$ cat config.mk
export PLATFORM = sky130hd
export DESIGN_NAME = timer8_wave_mode_control
export DESIGN_NICKNAME = d
export VERILOG_FILES = /design/src/hw/timer8_pkg.sv /design/src/hw/prescale_div.sv /design/src/hw/timer8_wave_mode_control.sv
export SDC_FILE = /design/constraint.sdc
export NUM_CORES = 1
export LEC_CHECK = 0
export CORE_MARGIN = 5
export CORE_UTILIZATION = 30
export CTS_CLUSTER_SIZE = 40
export DETAILED_ROUTE_END_ITERATION = 12
export DONT_BUFFER_PORTS = 1
export PLACE_DENSITY_LB_ADDON = 0.12
export SYNTH_ARGS = -nofsm -noshare
export SYNTH_HDL_FRONTEND = slang
export SYNTH_SLANG_ARGS = --single-unit
$ cat constraint.sdc
create_clock -name core_clk -period 4.35 [get_ports core_clk]
set_input_delay 0.87 -clock core_clk [delete_from_list [all_inputs] [get_ports core_clk]]
set_output_delay 0.87 -clock core_clk [all_outputs]
set_load 0.005 [all_outputs]
$ cat src/hw/timer8_pkg.sv
/*
  Shared constants and types for the 8-bit timer wave and mode control block:
  register offsets, field positions, reset values, mode and clock encodings.
  Assumes a single 8-bit register port driven by the core on core_clk.
*/
package timer8_pkg;

  // ****************************************
  // Register offsets (data space)
  // ****************************************
  localparam logic [7:0] OFS_FLAGS    = 8'h35;
  localparam logic [7:0] OFS_SYNC     = 8'h43;
  localparam logic [7:0] OFS_CTRL_A   = 8'h44;
  localparam logic [7:0] OFS_CTRL_B   = 8'h45;
  localparam logic [7:0] OFS_COUNT    = 8'h46;
  localparam logic [7:0] OFS_CMP_A    = 8'h47;
  localparam logic [7:0] OFS_CMP_B    = 8'h48;
  localparam logic [7:0] OFS_MASK     = 8'h6e;
  localparam logic [7:0] IO_OFFSET    = 8'h20;
  localparam logic [7:0] IO_SPAN      = 8'h40;
  localparam logic [7:0] RESET_BYTE   = 8'h00;

  // ****************************************
  // Field positions
  // ****************************************
  localparam int CTRLA_ACT_A_MSB = 7;
  localparam int CTRLA_ACT_B_MSB = 5;
  localparam int CTRLB_FORCE_A   = 7;
  localparam int CTRLB_FORCE_B   = 6;
  localparam int CTRLB_WAVE_HI   = 3;
  localparam int SYNC_HOLD       = 7;
  localparam int SYNC_RST_ASY    = 1;
  localparam int SYNC_RST_SYNC   = 0;
  localparam int FLAG_OVF        = 0;
  localparam int FLAG_CMP_A      = 1;
  localparam int FLAG_CMP_B      = 2;

  // ****************************************
  // Counter limits and prescaler divisors
  // ****************************************
  localparam logic [7:0] COUNT_MAX    = 8'hff;
  localparam logic [7:0] COUNT_BOTTOM = 8'h00;
  localparam int DIV_8    = 8;
  localparam int DIV_64   = 64;
  localparam int DIV_256  = 256;
  localparam int DIV_1024 = 1024;

  typedef enum logic [2:0] {
    WM_NORMAL  = 3'h0,
    WM_PC_FF   = 3'h1,
    WM_CTC     = 3'h2,
    WM_FAST_FF = 3'h3,
    WM_RSVD_4  = 3'h4,
    WM_PC_A    = 3'h5,
    WM_RSVD_6  = 3'h6,
    WM_FAST_A  = 3'h7
  } waveMode_t;

  typedef enum logic [2:0] {
    CS_STOP     = 3'h0,
    CS_DIV1     = 3'h1,
    CS_DIV8     = 3'h2,
    CS_DIV64    = 3'h3,
    CS_DIV256   = 3'h4,
    CS_DIV1024  = 3'h5,
    CS_EXT_FALL = 3'h6,
    CS_EXT_RISE = 3'h7
  } clkSource_t;

  typedef struct packed {
    logic       wrEn;
    logic       rdEn;
    logic       ioSpace;
    logic [7:0] addr;
    logic [7:0] wdata;
  } regReq_t;

endpackage : timer8_pkg

$ cat src/hw/prescale_div.sv
/*
  Free-running prescaler giving one-cycle enables at clk/8, /64, /256, /1024.
  Assumes the caller holds clear high to reset the divider chain.
*/
`timescale 1ns/100ps
module prescale_div
  import timer8_pkg::*;
#(
  parameter int WIDTH = $clog2(DIV_1024)
) (
  input  wire logic       core_clk,  // Core clock
  input  wire logic       rst,       // Synchronous reset
  input  wire logic       clear,     // Hold divider at zero
  output logic      [3:0] tapTick    // Enables /8 /64 /256 /1024
);
  import timer8_pkg::*;

  logic [WIDTH-1:0] div_q;

  always_ff @(posedge core_clk) begin
    if (rst || clear) begin
      div_q <= '0;
    end else begin
      div_q <= div_q + 1'b1;
    end
  end

  // ****************************************
  // One tap per divisor
  // ****************************************
  for (genvar t = 0; t < 4; t++) begin : g_tap
    localparam int BITS = (t == 0) ? $clog2(DIV_8) : (t == 1) ? $clog2(DIV_64) :
                          (t == 2) ? $clog2(DIV_256) : $clog2(DIV_1024);
    assign tapTick[t] = !clear && (&div_q[BITS-1:0]);
  end

endmodule : prescale_div

$ cat src/hw/timer8_wave_mode_control.sv
/*
  Control part of an 8-bit timer/counter: mode decode, counting, buffered
  compare values, waveform outputs, forced compares, clock select, flags and
  interrupt requests. Assumes an 8-bit register port from the core, a pin
  interface that resolves drive enables, and an asynchronous count pin.
*/
`timescale 1ns/100ps
// Summary of operation
// - Phase-correct channel B: 10 clears up/sets down on match; 11 does the opposite.
// - Phase-correct channel B: 00 leaves pin to port; 01 reserved, no action.
// - In PWM modes, compare value equal TOP with upper action bit: skip match, act at TOP.
// - Three mode bits select normal, phase-correct, clear-on-match or fast modes.
// - Compare writes act at once in non-PWM, at TOP phase-correct, BOTTOM fast.
// - Overflow flag at MAX in 0,2,3; BOTTOM in phase-correct; TOP in 7.
// - Force strobe in non-PWM applies a match to that channel's output.
// - Forced match sets no flag and never clears the counter.
// - Force bits 7 and 6 are write strobes and read as zero.
// - Clock select 000 stops; 001-101 give divide by 1,8,64,256,1024.
// - Select 110 counts falling, 111 rising pin edges, after synchronising.
// - Pin edges count even when the pin is an output.
// - Mask bits 2,1,0 with flag and global enable request each interrupt.
// - Registers below 0x60 also answer at offset minus 0x20 in I/O space.
// - Nonzero action overrides port; driver enabled only with direction bit set.
// - Counter write blocks compare match on the next timer tick.
// - Flags clear on vector acknowledge or on writing one.
module timer8_wave_mode_control (
  input  wire logic              core_clk,     // Core clock, 20 MHz
  input  wire logic              rst,          // Synchronous reset, active high
  input  wire timer8_pkg::regReq_t regReq,     // Register access request
  output logic            [7:0]  readData,     // Read data, valid cycle after read
  input  wire logic              globalIrqEn,  // Global interrupt enable bit
  input  wire logic       [2:0]  irqAck,       // Vector executed: cmpB, cmpA, ovf
  output logic            [2:0]  irqReq,       // Interrupt requests: cmpB, cmpA, ovf
  input  wire logic              extCountPin,  // External count pin, asynchronous
  input  wire logic       [1:0]  dirBit,       // Direction bits for pins B, A
  output logic            [1:0]  compareOut,   // Compare output levels B, A
  output logic            [1:0]  cmpOverride,  // Compare output owns pin B, A
  output logic            [1:0]  compareDrvN   // Pin driver enable, low drives
);
  import timer8_pkg::*;

  // ****************************************
  // Register decode
  // ****************************************
  wire       addrOk  = !regReq.ioSpace || (regReq.addr < IO_SPAN);
  wire [7:0] effAddr = regReq.ioSpace ? regReq.addr + IO_OFFSET : regReq.addr;
  wire       hitFlags = addrOk && (effAddr == OFS_FLAGS);
  wire       hitSync  = addrOk && (effAddr == OFS_SYNC);
  wire       hitCtrlA = addrOk && (effAddr == OFS_CTRL_A);
  wire       hitCtrlB = addrOk && (effAddr == OFS_CTRL_B);
  wire       hitCount = addrOk && (effAddr == OFS_COUNT);
  wire       hitCmpA  = addrOk && (effAddr == OFS_CMP_A);
  wire       hitCmpB  = addrOk && (effAddr == OFS_CMP_B);
  wire       hitMask  = addrOk && (effAddr == OFS_MASK);
  wire       wrCtrlB  = regReq.wrEn && hitCtrlB;
  wire       wrCount  = regReq.wrEn && hitCount;
  wire [1:0] wrCmp    = {regReq.wrEn && hitCmpB, regReq.wrEn && hitCmpA};

  logic [7:0] ctrlA_q;
  logic [3:0] ctrlB_q;
  logic [2:0] mask_q;
  logic [2:0] flags_q;
  logic [7:0] count_q;
  logic [7:0] cmpBuf_q [2];
  logic [7:0] cmpAct_q [2];
  logic       dirDown_q;
  logic       blockMatch_q;
  logic       holdSync_q;
  logic       rstSync_q;
  logic       rstAsy_q;
  logic       extSync1_q;
  logic       extSync2_q;
  logic       extLast_q;
  logic [7:0] readData_q;
  logic [1:0] level_q;

  // ****************************************
  // Mode decode
  // ****************************************
  wire waveMode_t mode   = waveMode_t'({ctrlB_q[CTRLB_WAVE_HI], ctrlA_q[1:0]});
  wire        isPc       = (mode == WM_PC_FF) || (mode == WM_PC_A);
  wire        isFast     = (mode == WM_FAST_FF) || (mode == WM_FAST_A);
  wire        isPwm      = isPc || isFast;
  wire        topIsA     = (mode == WM_CTC) || (mode == WM_PC_A) || (mode == WM_FAST_A);
  wire  [7:0] topVal     = topIsA ? cmpAct_q[0] : COUNT_MAX;
  wire        atTop      = (count_q == topVal);
  wire        atBottom   = (count_q == COUNT_BOTTOM);
  wire        atMax      = (count_q == COUNT_MAX);
  wire clkSource_t clkSel = clkSource_t'(ctrlB_q[2:0]);
  wire  [1:0] cmpActionA = ctrlA_q[CTRLA_ACT_A_MSB -: 2];
  wire  [1:0] cmpActionB = ctrlA_q[CTRLA_ACT_B_MSB -: 2];

  // ****************************************
  // Clock select
  // ****************************************
  logic [3:0] tapTick;

  prescale_div #(
    .WIDTH ($clog2(DIV_1024))
  ) u_prescale (
    .core_clk (core_clk),
    .rst      (rst),
    .clear    (rstSync_q),
    .tapTick  (tapTick)
  );

  // Pin edges are taken whatever the pin direction, so software can count
  wire extRise   = extSync2_q && !extLast_q;
  wire extFall   = !extSync2_q && extLast_q;
  wire intTick   = !rstSync_q && (clkSel == CS_DIV1);
  wire timerTick = intTick
                || ((clkSel == CS_DIV8)     && tapTick[0])
                || ((clkSel == CS_DIV64)    && tapTick[1])
                || ((clkSel == CS_DIV256)   && tapTick[2])
                || ((clkSel == CS_DIV1024)  && tapTick[3])
                || ((clkSel == CS_EXT_FALL) && extFall)
                || ((clkSel == CS_EXT_RISE) && extRise);

  always_ff @(posedge core_clk) begin
    if (rst) begin
      extSync1_q <= 1'b0;
      extSync2_q <= 1'b0;
      extLast_q  <= 1'b0;
    end else begin
      extSync1_q <= extCountPin;
      extSync2_q <= extSync1_q;
      extLast_q  <= extSync2_q;
    end
  end

  // ****************************************
  // Counter and events
  // ****************************************
  wire       wrapUp   = ((mode == WM_CTC) || isFast) ? atTop : atMax;
  wire       turnDown = isPc && !dirDown_q && atTop;
  wire       turnUp   = isPc && dirDown_q && atBottom;
  wire [7:0] countInc = wrapUp ? COUNT_BOTTOM : count_q + 8'h01;
  wire [7:0] countPc  = (turnDown || (dirDown_q && !turnUp)) ? count_q - 8'h01
                                                             : count_q + 8'h01;
  wire [7:0] countNext = isPc ? countPc : countInc;
  // PWM update point: turn at TOP in phase-correct, wrap to BOTTOM in fast
  wire       updNow   = timerTick && atTop && (isFast || !dirDown_q);
  wire       ovfEvent = timerTick && (isPc ? (dirDown_q && atBottom)
                                  : (mode == WM_FAST_A) ? atTop : atMax);
  logic [1:0] cmpMatch;

  always_ff @(posedge core_clk) begin
    if (rst) begin
      count_q      <= RESET_BYTE;
      dirDown_q    <= 1'b0;
      blockMatch_q <= 1'b0;
    end else if (wrCount) begin
      count_q      <= regReq.wdata;
      blockMatch_q <= 1'b1;
    end else if (timerTick) begin
      count_q      <= countNext;
      blockMatch_q <= 1'b0;
      if (!isPc) begin
        dirDown_q <= 1'b0;
      end else if (turnDown) begin
        dirDown_q <= 1'b1;
      end else if (turnUp) begin
        dirDown_q <= 1'b0;
      end
    end
  end

  // ****************************************
  // Compare channels, index 0 is A, 1 is B
  // ****************************************
  for (genvar i = 0; i < 2; i++) begin : g_chan
    wire [1:0] act     = (i == 0) ? cmpActionA : cmpActionB;
    wire       force_  = wrCtrlB && !isPwm && regReq.wdata[CTRLB_FORCE_A - i];
    wire       special = act[1] && (cmpAct_q[i] == topVal);
    // Channel B code 01 is reserved in PWM; A toggles only with the high mode bit
    wire       keep01  = (act == 2'b01) && !((i == 0) && ctrlB_q[CTRLB_WAVE_HI]);
    wire [1:0] pwmAct  = keep01 ? 2'b00 : act;
    logic      lvl_d;

    assign cmpMatch[i] = timerTick && !blockMatch_q && (count_q == cmpAct_q[i]);

    function automatic logic applyAct(input logic [1:0] c, input logic up, input logic cur);
      case (c)
        2'b01:   applyAct = !cur;
        2'b10:   applyAct = !up;
        2'b11:   applyAct = up;
        default: applyAct = cur;
      endcase
    endfunction : applyAct

    always_comb begin
      lvl_d = level_q[i];
      if (!isPwm) begin
        if (cmpMatch[i] || force_) begin
          lvl_d = applyAct(act, 1'b1, level_q[i]);
        end
      end else if (isFast) begin
        if (cmpMatch[i] && !special) begin
          lvl_d = applyAct(pwmAct, 1'b1, level_q[i]);
        end
        if (timerTick && atTop && pwmAct[1]) begin
          lvl_d = applyAct(pwmAct, 1'b0, level_q[i]);
        end
      end else begin
        if (cmpMatch[i] && !special) begin
          lvl_d = applyAct(pwmAct, !dirDown_q, level_q[i]);
        end else if (special && timerTick && atTop && !dirDown_q) begin
          lvl_d = applyAct(pwmAct, 1'b1, level_q[i]);
        end
      end
    end

    always_ff @(posedge core_clk) begin
      if (rst) begin
        cmpBuf_q[i] <= RESET_BYTE;
        cmpAct_q[i] <= RESET_BYTE;
        level_q[i]  <= 1'b0;
      end else begin
        level_q[i] <= lvl_d;
        if (wrCmp[i]) begin
          cmpBuf_q[i] <= regReq.wdata;
        end
        if (!isPwm) begin
          cmpAct_q[i] <= wrCmp[i] ? regReq.wdata : cmpBuf_q[i];
        end else if (updNow) begin
          cmpAct_q[i] <= cmpBuf_q[i];
        end
      end
    end

    assign compareOut[i]  = level_q[i];
    assign cmpOverride[i] = (act != 2'b00);
    assign compareDrvN[i] = !((act != 2'b00) && dirBit[i]);
  end

  // ****************************************
  // Flags and interrupt requests
  // ****************************************
  // A forced match never reaches the set term
  wire [2:0] flagSet = {cmpMatch[1], cmpMatch[0], ovfEvent};
  wire [2:0] flagClr = irqAck | ({3{regReq.wrEn && hitFlags}} & regReq.wdata[2:0]);

  always_ff @(posedge core_clk) begin
    if (rst) begin
      flags_q <= 3'h0;
    end else begin
      flags_q <= (flags_q & ~flagClr) | flagSet;  // Set wins over clear
    end
  end

  assign irqReq = flags_q & mask_q & {3{globalIrqEn}};

  // ****************************************
  // Control registers and read path
  // ****************************************
  always_ff @(posedge core_clk) begin
    if (rst) begin
      ctrlA_q    <= RESET_BYTE;
      ctrlB_q    <= 4'h0;
      mask_q     <= 3'h0;
      holdSync_q <= 1'b0;
      rstSync_q  <= 1'b0;
      rstAsy_q   <= 1'b0;
    end else begin
      if (regReq.wrEn && hitCtrlA) begin
        ctrlA_q <= {regReq.wdata[7:4], 2'b00, regReq.wdata[1:0]};
      end
      if (wrCtrlB) begin
        ctrlB_q <= regReq.wdata[3:0];  // Force bits are strobes, never stored
      end
      if (regReq.wrEn && hitMask) begin
        mask_q <= regReq.wdata[2:0];
      end
      // Prescaler resets self-clear unless hold mode keeps them asserted
      if (regReq.wrEn && hitSync) begin
        holdSync_q <= regReq.wdata[SYNC_HOLD];
        rstSync_q  <= regReq.wdata[SYNC_RST_SYNC];
        rstAsy_q   <= regReq.wdata[SYNC_RST_ASY];
      end else if (!holdSync_q) begin
        rstSync_q <= 1'b0;
        rstAsy_q  <= 1'b0;
      end
    end
  end

  wire [7:0] readSel =
      hitFlags ? {5'h00, flags_q} :
      hitSync  ? {holdSync_q, 5'h00, rstAsy_q, rstSync_q} :
      hitCtrlA ? ctrlA_q :
      hitCtrlB ? {4'h0, ctrlB_q} :
      hitCount ? count_q :
      hitCmpA  ? cmpBuf_q[0] :
      hitCmpB  ? cmpBuf_q[1] :
      hitMask  ? {5'h00, mask_q} : 8'h00;

  always_ff @(posedge core_clk) begin
    if (rst) begin
      readData_q <= RESET_BYTE;
    end else begin
      readData_q <= regReq.rdEn ? readSel : 8'h00;
    end
  end

  assign readData = readData_q;

  // ****************************************
  // Assertions
  // ****************************************
  property p_force_read_zero;
    @(posedge core_clk) disable iff (rst)
    (regReq.rdEn && hitCtrlB) |=> (readData[7:6] == 2'b00);
  endproperty
  a_force_read_zero: assert property (p_force_read_zero) else $error("force bits read one");

  property p_stop_holds;
    @(posedge core_clk) disable iff (rst)
    (clkSel == CS_STOP && !wrCount) |=> $stable(count_q);
  endproperty
  a_stop_holds: assert property (p_stop_holds) else $error("stopped counter moved");

  property p_force_no_flag;
    @(posedge core_clk) disable iff (rst)
    (g_chan[0].force_ && !cmpMatch[0] && !flags_q[FLAG_CMP_A]) |=> !flags_q[FLAG_CMP_A];
  endproperty
  a_force_no_flag: assert property (p_force_no_flag) else $error("force set a flag");

  property p_irq_cause;
    @(posedge core_clk) disable iff (rst)
    $rose(irqReq[FLAG_OVF]) |-> (globalIrqEn && mask_q[FLAG_OVF] && flags_q[FLAG_OVF]);
  endproperty
  a_irq_cause: assert property (p_irq_cause) else $error("overflow request without cause");

  property p_write_blocks;
    @(posedge core_clk) disable iff (rst)
    (wrCount ##1 timerTick) |-> (cmpMatch == 2'b00);
  endproperty
  a_write_blocks: assert property (p_write_blocks) else $error("match after count write");

  property p_ovf_normal;
    @(posedge core_clk) disable iff (rst)
    (timerTick && mode == WM_NORMAL && count_q == 8'hff && !wrCount) |=> flags_q[FLAG_OVF];
  endproperty
  a_ovf_normal: assert property (p_ovf_normal) else $error("no overflow at max");

  property p_fast_hold_cmp;
    @(posedge core_clk) disable iff (rst)
    (isFast && !updNow) |=> $stable(cmpAct_q[0]);
  endproperty
  a_fast_hold_cmp: assert property (p_fast_hold_cmp) else $error("fast compare moved early");

  property p_pc_b_clear_up;
    @(posedge core_clk) disable iff (rst)
    (isPc && cmpActionB == 2'b10 && cmpMatch[1] && !dirDown_q && cmpAct_q[1] != topVal)
      |=> !compareOut[1];
  endproperty
  a_pc_b_clear_up: assert property (p_pc_b_clear_up) else $error("B not cleared on up match");

  property p_ext_rise_count;
    @(posedge core_clk) disable iff (rst)
    (clkSel == CS_EXT_RISE && extRise && mode == WM_NORMAL && !wrCount)
      |=> (count_q == 8'($past(count_q) + 8'h01));
  endproperty
  a_ext_rise_count: assert property (p_ext_rise_count) else $error("pin edge not counted");

  property p_io_alias;
    @(posedge core_clk) disable iff (rst)
    (regReq.wrEn && regReq.ioSpace && regReq.addr == 8'h25)
      |=> (ctrlB_q == $past(regReq.wdata[3:0]));
  endproperty
  a_io_alias: assert property (p_io_alias) else $error("I/O alias write lost");

  property p_force_toggle;
    @(posedge core_clk) disable iff (rst)
    (g_chan[0].force_ && !cmpMatch[0] && cmpActionA == 2'b01)
      |=> (compareOut[0] != $past(compareOut[0]));
  endproperty
  a_force_toggle: assert property (p_force_toggle) else $error("force did not toggle");

  property p_ack_clears;
    @(posedge core_clk) disable iff (rst)
    (irqAck[FLAG_OVF] && !ovfEvent) |=> !flags_q[FLAG_OVF];
  endproperty
  a_ack_clears: assert property (p_ack_clears) else $error("ack left flag set");

  c_pc_turn:  cover property (@(posedge core_clk) disable iff (rst) isPc && turnDown && timerTick);
  c_ctc_wrap: cover property (@(posedge core_clk) disable iff (rst)
                              mode == WM_CTC && timerTick && atTop);
  c_irq_cmpb: cover property (@(posedge core_clk) disable iff (rst) irqReq[FLAG_CMP_B]);

endmodule : timer8_wave_mode_control

**Yosys cells after proc, flatten, opt, wreduce, memory -nomap -nowiden**

Memories as Yosys holds them, arrays and structs flattened.
Index checks and enable logic that the tools add are counted.

- Add/subtract/negate cells: 4
- Order comparisons: 1
- Equality and inequality tests: 48
- Multiplexer cells: 73
- Bitwise logic cells: 15
- Reduce and logical (&&, ||, !) cells: 110

Operator list:

| kind | number |
|---|---|
| $mux W8 | 21 |
| $logic_and A1 B1 Y1 | 59 |
| $eq A8 B7 Y1 const B | 7 |
| $eq A8 B8 Y1 | 5 |
| $mux W1 | 40 |
| $ne A6 B3 Y1 const B | 4 |
| $pmux W1 S3 | 8 |
| $eq A3 B3 Y1 const B | 6 |
| $logic_or A1 B1 Y1 | 18 |
| $reduce_and A6 Y1 | 3 |
| $eq A2 B2 Y1 const B | 8 |
| $ne A4 B2 Y1 const B | 4 |
| $logic_not A1 Y1 | 15 |
| $and A3 B3 Y3 | 4 |
| $eq A3 B2 Y1 const B | 4 |
| $add A10 B1 Y10 const B | 1 |
| $reduce_and A10 Y1 | 1 |
| $reduce_bool A2 Y1 | 5 |
| $add A8 B1 Y8 const B | 1 |
| $add A8 B6 Y8 const B | 1 |
| $eq A2 B1 Y1 const B | 4 |
| $eq A8 B6 Y1 const B | 1 |
| $eq A8 B8 Y1 const B | 1 |
| $logic_not A8 Y1 | 1 |
| other kinds (17) | 29 |

- Register bits after elaboration: 52
- Memory bits (writable): 32
- Bits of input ports: 28
- Logic and storage cells: 272
- Memories kept: 2

Memories:

| memory | words | width | rd ports | clocked after memory_dff | wr ports | line | RTL |
|---|---|---|---|---|---|---|---|
| cmpAct_q | 2 | 8 | 2 | 0 | 2 | timer8_wave_mode_control.sv:65 | `logic [7:0] cmpAct_q [2];` |
| cmpBuf_q | 2 | 8 | 2 | 0 | 2 | timer8_wave_mode_control.sv:64 | `logic [7:0] cmpBuf_q [2];` |

**Depth between registers and ports, before layout**

Gate-level depths: netlist of the first run.

- Depth after elaboration: 16
- Mapped depth: 11
- Mapped depth without buffers: 10

**Modules after synthesis**

From an unflattened synthesis of the first run, not the netlist that was laid out.

- Cells, all modules: 665
- Area total of the unflattened synthesis: 5631.7 um^2

Modules (own cells, without submodules):

| module | times used | cells an instance | area each (um^2) |
|---|---|---|---|
| timer8_wave_mode_control | 1 | 615 | 5177.5 |
| prescale_div | 1 | 50 | 454.2 |

**Worst setup path after synthesis of the first run**

No wires, ideal clock.

- Path kind: input port to flip-flop
- Start point: input port regReq[13] (netlist name)
- End point: memory cmpAct_q[0][0] (data pin)
- Setup time: 0.257 ns
- Arrival: 2.879 ns
- Required time: 4.093 ns
- Slack: 1.215 ns
- Stages: 9
- Path through: ha_1 nand4bb_1 a21oi_1 o21ai_2 nor3_2 nand2_1 a21oi_2 mux2i_1 nor2_1

RTL lines:

| item | line | RTL |
|---|---|---|
| start: declaration | timer8_wave_mode_control.sv:29 | `input wire timer8_pkg::regReq_t regReq,` |
| end: declaration | timer8_wave_mode_control.sv:65 |  |

==> results of run 1 <==
-- registers in the layout, summed over array words and instances (netlist names), 2 cells and up --
name	flops
compareOut	2
cmpAct_q	16
u_prescale.div_q	10
flags_q	3
ctrlA_q	6
ctrlB_q	4
mask_q	3
count_q	8
readData	8
cmpBuf_q	16
-- placed cells by master (no fill, tap or decap), types with 8 or more instances in the layout --
| cell | n |
|---|---|
| a211oi_1 | 13 |
| a21oi_1 | 38 |
| and2_1 | 22 |
| and3_1 | 12 |
| buf_4 | 8 |
| clkbuf_16 | 9 |
| dfxtp_1 | 52 |
| edfxtp_1 | 32 |
| ha_1 | 9 |
| inv_1 | 23 |
| mux2i_1 | 29 |
| nand2_1 | 62 |
| nand2b_1 | 13 |
| nand3_1 | 29 |
| nor2_1 | 62 |
| nor2b_1 | 10 |
| nor3_1 | 10 |
| o21ai_0 | 14 |
| xnor2_1 | 15 |
| xor2_1 | 8 |
-- synthesized netlist by cell type, drive strengths merged (3+ instances only) --
cell type  instances
nand2             62
nor2              62
dfxtp             52
a21oi             41
edfxtp            32
nand3             30
clkbuf            29
mux2i             29
inv               23
and2              22
o21ai             17
a211oi            16
xnor2             15
nand2b            13
and3              12
nor3              11
nor2b             10
ha                 9
or2                8
xor2               8
a22oi              7
a31oi              7
buf                7
nand4              7
nor4               5
o2111ai            5
a211o              4
a21o               4
a222oi             4
a22o               4
nand3b             4
nor3b              4
nor4b              4
o211ai             4
o21bai             4
or3                4
a2111oi            3
o211a              3
o31a               3
o31ai              3
o32ai              3
-- metal layers --
layer / global-route usage, % / part of all wire (%)
met1: 22.3 / 47
met2: 26.4 / 46
met3: 3.03 / 4.3
met4: 6.94 / 3.0
met5: 0 / 0
-- cells by family (layout without fill, tap and decap cells) --
| kind of cell | count (synthesis) | after routing | share of synthesized area (%) |
|---|---|---|---|
| simple gates | 267 | 267 | 26.4 |
| compound gates | 150 | 150 | 20.6 |
| flops | 84 | 84 | 37.4 |
| buf+inv | 59 | 47 | 4.28 |
| mux | 29 | 29 | 5.43 |
| xor+xnor | 23 | 23 | 3.77 |
| fa+ha+maj | 9 | 9 | 2.11 |
-- worst max-delay path: cells and delay by family (launching register included) --
family	cells	cell delay, ns
simple gates	3	0.69
flops	1	0.76
mux	1	0.24
compound gates	4	1.20
-- worst max path at each step --
| stage | start | depth (start not counted) | end |
|---|---|---|---|
| 2_1_floorplan | regReq[13] | 9 | cmpAct_q[0][0] |
| 3_3_place_gp | regReq[13] | 8 | count_q[7] |
| 3_5_place_dp | regReq[13] | 9 | cmpAct_q[1][1] |
| 4_1_cts | ctrlB_q[3] | 8 | cmpAct_q[0][1] |
| 5_1_grt | ctrlB_q[3] | 8 | cmpAct_q[0][7] |
| 6_report | ctrlB_q[3] | 8 | cmpAct_q[0][1] |
-- through the flow --
step	utilization [%]	total power, mW	worst slack [ns]
after global routing	33.7	1.79	0.976
after CTS	33.7	1.74	1.16
final	33.7	1.73	1.18
after global placement	32.0	0.965	1.05
after floorplan	-	0.949	1.21
after detailed placement	32.0	0.966	0.951
-- power groups by stage --
stage               Combinational, mW  Clock (mW)  Sequential [mW]
CTS                            0.0811       0.792            0.868
global placement               0.0781           0            0.887
finish                         0.0806       0.777            0.868
global route                   0.0919       0.825            0.871
floorplan                      0.0824           0            0.867
detailed placement             0.0807           0            0.886
-- final cells by class --
| cell class | count | area [µm²] | area share (%) |
|---|---|---|---|
| Multi-Input combinational cell | 478 | 3140 | 53.5 |
| Sequential cell | 84 | 2000 | 34.1 |
| Tap cell | 225 | 282 | 4.80 |
| Clock buffer | 9 | 225 | 3.84 |
| Inverter | 23 | 86.3 | 1.47 |
| Clock inverter | 7 | 73.8 | 1.26 |
| Timing Repair Buffer | 8 | 60.1 | 1.02 |
==> metrics, run 1 <==
Resize count post-CTS 0; TritonCTS clock tree yes; CTS H-tree lvls 3; chip height 144 µm; number of enable flip-flop cells after synthesis 32; nature of the critical path endpoint register; post-route design area ~0.006 mm²; largest net degree at the start of global routing 43; Highest Clock Rate approximately 320 MHz; number of clock sinks 84; average footprint of a synthesized cell 8.61 µm²; worst clock skew 0.00833 ns; Synth Net Count roughly 660; Inserted Diodes 0; placement row count between 40 and 50; share of layout cells above drive strength 1 8.70%; # Max-Cap Violations 0; number of cells on the worst reg-to-reg path 8; worst slew margin relative to its limit 46.7%; top-area cell type share of the netlist area between 10% and 20%; Initial Utilization between 30% and 40%; first-pass GRT wire length around 27000 µm; switching portion of total power between 20% and 30%; internal power approximately 1.3 mW; Slowest Stage Delay on Critical Path 0.76 ns; crit path max fanout 14; number of vias in the routed layout 4661; number of placed I/O pins 45; placed instance area ~0.0056 mm²; required time of the critical path 4.42 ns; switching pwr approximately 410 µW; maximum vdd ir drop about 220 µV; # port buffers 0; cell-by-cell trace of the critical path or3b_1, a22oi_1, o32ai_1, nand3_2, a211oi_2, a21oi_2, mux2i_1, nor2_1; crit path DAT between 3 and 4 ns; placed cell count slightly above 800; drt pass-1 iters 5; count of pins over their slew limit 0; last weighted congestion value of the routability-driven placer about 0.86; sum of negative setup slack 0 ns; Leakage Power ~2 nW; die boundary width 144 µm; via density per instance approximately 5.6; top cells by area in the synthesized netlist dfxtp_1, edfxtp_1, mux2i_1; half-perimeter wire length after detailed placement roughly 13000 µm; number of CTS-inserted buffers 9; combined area of all synthesized cells around 0.0053 mm²; Gate Count Post-Synth ~620; Reg2Reg Capture Point cmpAct_q[0][1]; Hold Path Stages 1; net total in the final layout 641; number of synthesized register bits 84; library cells used by synthesis between 70 and 80; cell accounting for the most synthesized area dfxtp_1; area added between synthesis and finish 9.68%; Fin. Hold Viols 0; antenna violations before repair 0; type of element launching the critical path register; post-cts hold buffer count 0; final period utilization ~73%; path type of the worst setup path register to register; Layout fillers about 1800; Routed WL around 17000 µm; clock latency on the worst-skew pair 0.34 ns; root buffer selected by CTS clkbuf_16; part of the power in the clock network 45.0%; flip-flop cell with the highest count after synthesis dfxtp_1; DR WL/cell 20.3 µm; hold path startpoint extSync1_q; result of the run completed; final critical-path required period ~3.2 ns; flop-to-flop setup slack 1.18 ns; sequential cell fraction of total power 50.3%; total core area 0.0174 mm²; worst hold margin 0.450 ns; clock slew at reported path FFs 0.06 ns; overall track demand over capacity in global routing between 10% and 20%; post-CTS setup-driven buffer insertion count 0; area of the die 0.0206 mm²; Detailed Route Iter0 Violations between 300 and 400; proportion of power drawn by combinational gates approximately 4.7%; sequential element share of the synthesized area between 30% and 40%; worst-case hold path end point extSync2_q; cell with the largest stage delay on the worst path dfxtp_1; vias in the first global route around 4600; final setup violation count 0; drc violations 0; pin slew with the least headroom to its limit 0.779 ns; total overflow reported by the global router 0; Post-DRT Antenna Nets 0; CTS Buffer Depth 2; power density relative to cell area 294 mW/mm²; worst r2r src ctrlB_q[3]; unrepaired setup endpoints after global routing no; type of the worst min-delay path register to register; share of flip-flops with an asynchronous set or reset after synthesis 0%; total of warnings raised by yosys 0; number of standard cells in the final layout excluding fillers around 830
Note: power is estimated with default switching activity, not from simulation.
==> run 2: changes to the inputs <==
--- a/config.mk
+++ b/config.mk
@@ -5,6 +5,7 @@
 export SDC_FILE = /design/constraint.sdc
 export NUM_CORES = 1
 export LEC_CHECK = 0
+export ABC_AREA = 1
 export CORE_MARGIN = 5
 export CORE_UTILIZATION = 30
 export CTS_CLUSTER_SIZE = 40
==> constraint.sdc (replaced) <==
create_clock -name core_clk -period 2.63 [get_ports core_clk]
set_input_delay 0.526 -clock core_clk [delete_from_list [all_inputs] [get_ports core_clk]]
set_output_delay 0.526 -clock core_clk [all_outputs]
set_load 0.005 [all_outputs]
==> run 2 against run 1 <==
Compared with the run above: setup slack got worse by 0.95 ns; non-clock buffer count up 14; first-iteration DRC count decreased by 4.4%; synthesized area increased by 0.91%; cell count is 20% higher; die area increased by 0.85%; sequential power is 61% higher; sequential cell count unchanged; via count up 7.6%; register-to-register slack worse by 0.95 ns; critical path type unchanged; largest cell class unchanged.
==> metrics, run 2 <==
die boundary width 144 µm (+0.43%); post-layout utilization of the core 33.9% (+0.19 points); Slowest Stage Delay on Critical Path 0.36 ns (-0.40 ns); number of vias in the routed layout 5016 (+7.6%); kind of cell adding the most delay to the critical path simple AND/OR/NAND/NOR gates; nature of the critical path endpoint register; overall track demand over capacity in global routing 17.4% (+0.73 points); power after layout 2.86 mW (+66%); type of the worst min-delay path input pin to register; result of the run completed; Routed WL 17600 µm (+4.2%); clock slew at reported path FFs 0.07 ns (about the same); total of warnings raised by yosys 0 (unchanged); Highest Clock Rate 418 MHz (+32%); half-perimeter wire length after detailed placement 14000 µm (+12%); number of cells on the worst reg-to-reg path 15 (+7); leading cell type in the layout, fill and taps excluded nand2_1; Synth Net Count 788 (+20%); power density relative to cell area 473 mW/mm² (+61%); number of standard cells in the final layout excluding fillers 1000 (+20%); simple-gate share of the synthesized area 33.3% (+6.9 points); drt pass-1 iters 5 (unchanged); Post-DRT Antenna Nets 0 (unchanged); antenna violations before repair 0 (unchanged); Leakage Power 2.55 nW (+27%); number of CTS-inserted buffers 9 (unchanged); Layout fillers 1913 (+4.5%); count of pins over their slew limit 0 (unchanged); maximum vdd ir drop 333 µV (+49%); multiplexer share of the synthesized area 0% (-5.4 points); largest net degree at the start of global routing 21 (-51%); placed instance area 0.00574 mm² (+3.1%); # port buffers 0 (unchanged); Reg2Reg Capture Point compareOut[1]; most frequent cells in the layout nand2_1, inv_1, nor2_1; Resize count post-CTS 0 (unchanged); worst slew margin relative to its limit 62.4% (+16 points); placed cell count 984 (+20%); Crit. path cell count 15 (+7); total overflow reported by the global router 0 (unchanged); via density per instance 5.02 (-10%); sum of negative setup slack 0 ns (unchanged); cell-by-cell trace of the critical path ha_1, nand3_1, nor2_1, o21ai_0, nand2_1, nand3_2, buf_4, nor3_1, nand2_1, nand3_1, nand2_1, inv_1, nand2_1, nor2_1, nor2_1; number of enable flip-flop cells after synthesis 32 (unchanged); library cells used by synthesis 43 (-46%); complex-gate fraction of the synthesized area 14.3% (-6.2 points); last weighted congestion value of the routability-driven placer 0.919 (+7.2%); TritonCTS clock tree yes; dominant combinational cell family by area after synthesis simple AND/OR/NAND/NOR gates; post-CTS setup-driven buffer insertion count 0 (unchanged); most frequent cell on the critical path nand2_1; cell with the largest stage delay on the worst path dfxtp_1; total core area 0.0178 mm² (+2.4%); average footprint of a synthesized cell 7.19 µm² (-17%); crit path DAT 2.64 ns (-0.59 ns); worst r2r src u_prescale.div_q[0]; first-pass GRT wire length 27400 µm (+3.1%); Commonest cells post-synth nand2_1, inv_1, nor2_1; largest registers cmpAct_q x16, cmpBuf_q x16, u_prescale.div_q x10; top cells by area in the synthesized netlist dfxtp_1, edfxtp_1, nand2_1; required time of the critical path 2.87 ns (-1.55 ns); DR WL/cell 17.6 µm (-13%); area of the die 0.0208 mm² (+0.85%); XOR/XNOR Fraction of Synth Area 3.41% (-0.36 points); chip height 144 µm (+0.43%); CTS H-tree lvls 3 (unchanged); final critical-path required period 2.39 ns (-0.773 ns); type of element launching the critical path register; unrepaired setup endpoints after global routing no; # Max-Cap Violations 0 (unchanged); cell accounting for the most synthesized area dfxtp_1; flop-to-flop setup slack 0.24 ns (-0.95 ns); number of placed I/O pins 45 (unchanged); crit path max fanout 4 (-10); Fin. Hold Viols 0 (unchanged); CTS Buffer Depth 2 (unchanged); final period utilization 91.0% (+18 points); combined area of all synthesized cells 0.00540 mm² (+0.91%); area added between synthesis and finish 12.0%; top-area cell type share of the netlist area 19.3% (-0.18 points); Detailed Route Iter0 Violations 344 (-4.4%); flip-flop cell with the highest count after synthesis dfxtp_1; Initial Utilization 30.3% (-0.46 points); share of flip-flops with an asynchronous set or reset after synthesis 0% (unchanged); worst setup path endpoint compareOut[1]; clock latency on the worst-skew pair 0.35 ns (about the same); final setup violation count 0 (unchanged); adder-cell share of the synthesized area 2.09% (-0.019 points); pin slew with the least headroom to its limit 0.563 ns (-0.217 ns); Worst Path Buf+Inv 2 (+2); Crit. Startpoint u_prescale.div_q[0]; worst clock skew 0.00716 ns (-0.00118 ns); root buffer selected by CTS clkbuf_16; placement row count 49 (+2.1%); share of layout cells above drive strength 1 11.3% (+2.6 points); number of synthesized register bits 84 (unchanged); number of clock sinks 84 (unchanged); Gate Count Post-Synth 751 (+21%); most common cell in the synthesized netlist nand2_1; vias in the first global route 4884 (+5.4%); net total in the final layout 803 (+25%); Inserted Diodes 0 (unchanged); sequential element share of the synthesized area 37.1% (-0.34 points); post-route design area 0.00604 mm² (+3.0%); drc violations 0 (unchanged); path type of the worst setup path register to register; post-cts hold buffer count 0 (unchanged)
## run 2: changes by cell type after synthesis, moves of 13 or more
cell	delta
nand2_1	+97
nand2b_1	-13
a21oi_1	+14
inv_1	+81
nand4_1	+16
nor2_1	+18
clkbuf_1	-21
mux2i_1	-29
and2_1	-21
o21ai_0	+27
nand3_1	+31
## run 2: cell type report
type | count | area [µm²] | share of cell area (%)
flip-flops and latches | 84 | 2000 | 33.1
clock inverters | 6 | 51.3 | 0.849
repair buffers | 22 | 165 | 2.73
multi-input cells | 538 | 2870 | 47.5
well taps | 229 | 287 | 4.74
clock buffers | 10 | 250 | 4.14
inverters | 111 | 419 | 6.94
## run 2: worst min path at each step
stage	from	to	slack (ns)	cells after the start
floorplan	extSync1_q	extSync2_q	0.39	2
global placement	extSync1_q	extSync2_q	0.41	2
detailed placement	extSync1_q	extSync2_q	0.41	2
CTS	rst	extSync2_q	0.23	1
global route	rst	count_q[0]	0.23	1
finish	rst	flags_q[1]	0.24	1
## run 2: worst register-to-register path: stages (launching register included)
cell     delay [ns]
dfxtp_1        0.36
ha_1           0.18
nand3_1        0.15
nor2_1         0.20
o21ai_0        0.11
nand2_1        0.09
nand3_2        0.15
buf_4          0.19
nor3_1         0.32
nand2_1        0.13
nand3_1        0.10
nand2_1        0.08
inv_1          0.05
nand2_1        0.04
nor2_1         0.09
nor2_1         0.05
## run 2: routing by layer
| layer | vias to the layer above | global-route usage (%) | wire, µm |
|---|---|---|---|
| li1 | 2519 | - | - |
| met1 | 2341 | 23.0 | 8140 |
| met2 | 126 | 28.0 | 8160 |
| met3 | 30 | 3.41 | 776 |
| met4 | 0 | 6.77 | 527 |
| met5 | - | 0 | 0 |
## run 2: metrics by stage
stage,setup slack [ns],hold WS [ns]
final,0.236,0.240
after CTS,0.237,0.231
after global routing,0.0151,0.232
after floorplan,0.129,0.388
after global placement,0.186,0.406
after detailed placement,0.164,0.412
## run 2: report_power, final
part / total (mW) / leakage, nW / internal [mW] / switching, mW
sequential: 1.40 / 0.757 / 1.38 / 0.0232
clock: 1.29 / 0.147 / 0.713 / 0.572
combinational: 0.170 / 1.65 / 0.0557 / 0.114
## run 2: cell families after synthesis
| family | Yosys count |
|---|---|
| adder cells (fa/ha/maj) | 9 |
| XOR/XNOR | 21 |
| AND/OR/NAND/NOR | 376 |
| buffers and inverters | 129 |
| AO/OA/AOI/OAI | 132 |
| flip-flops | 84 |
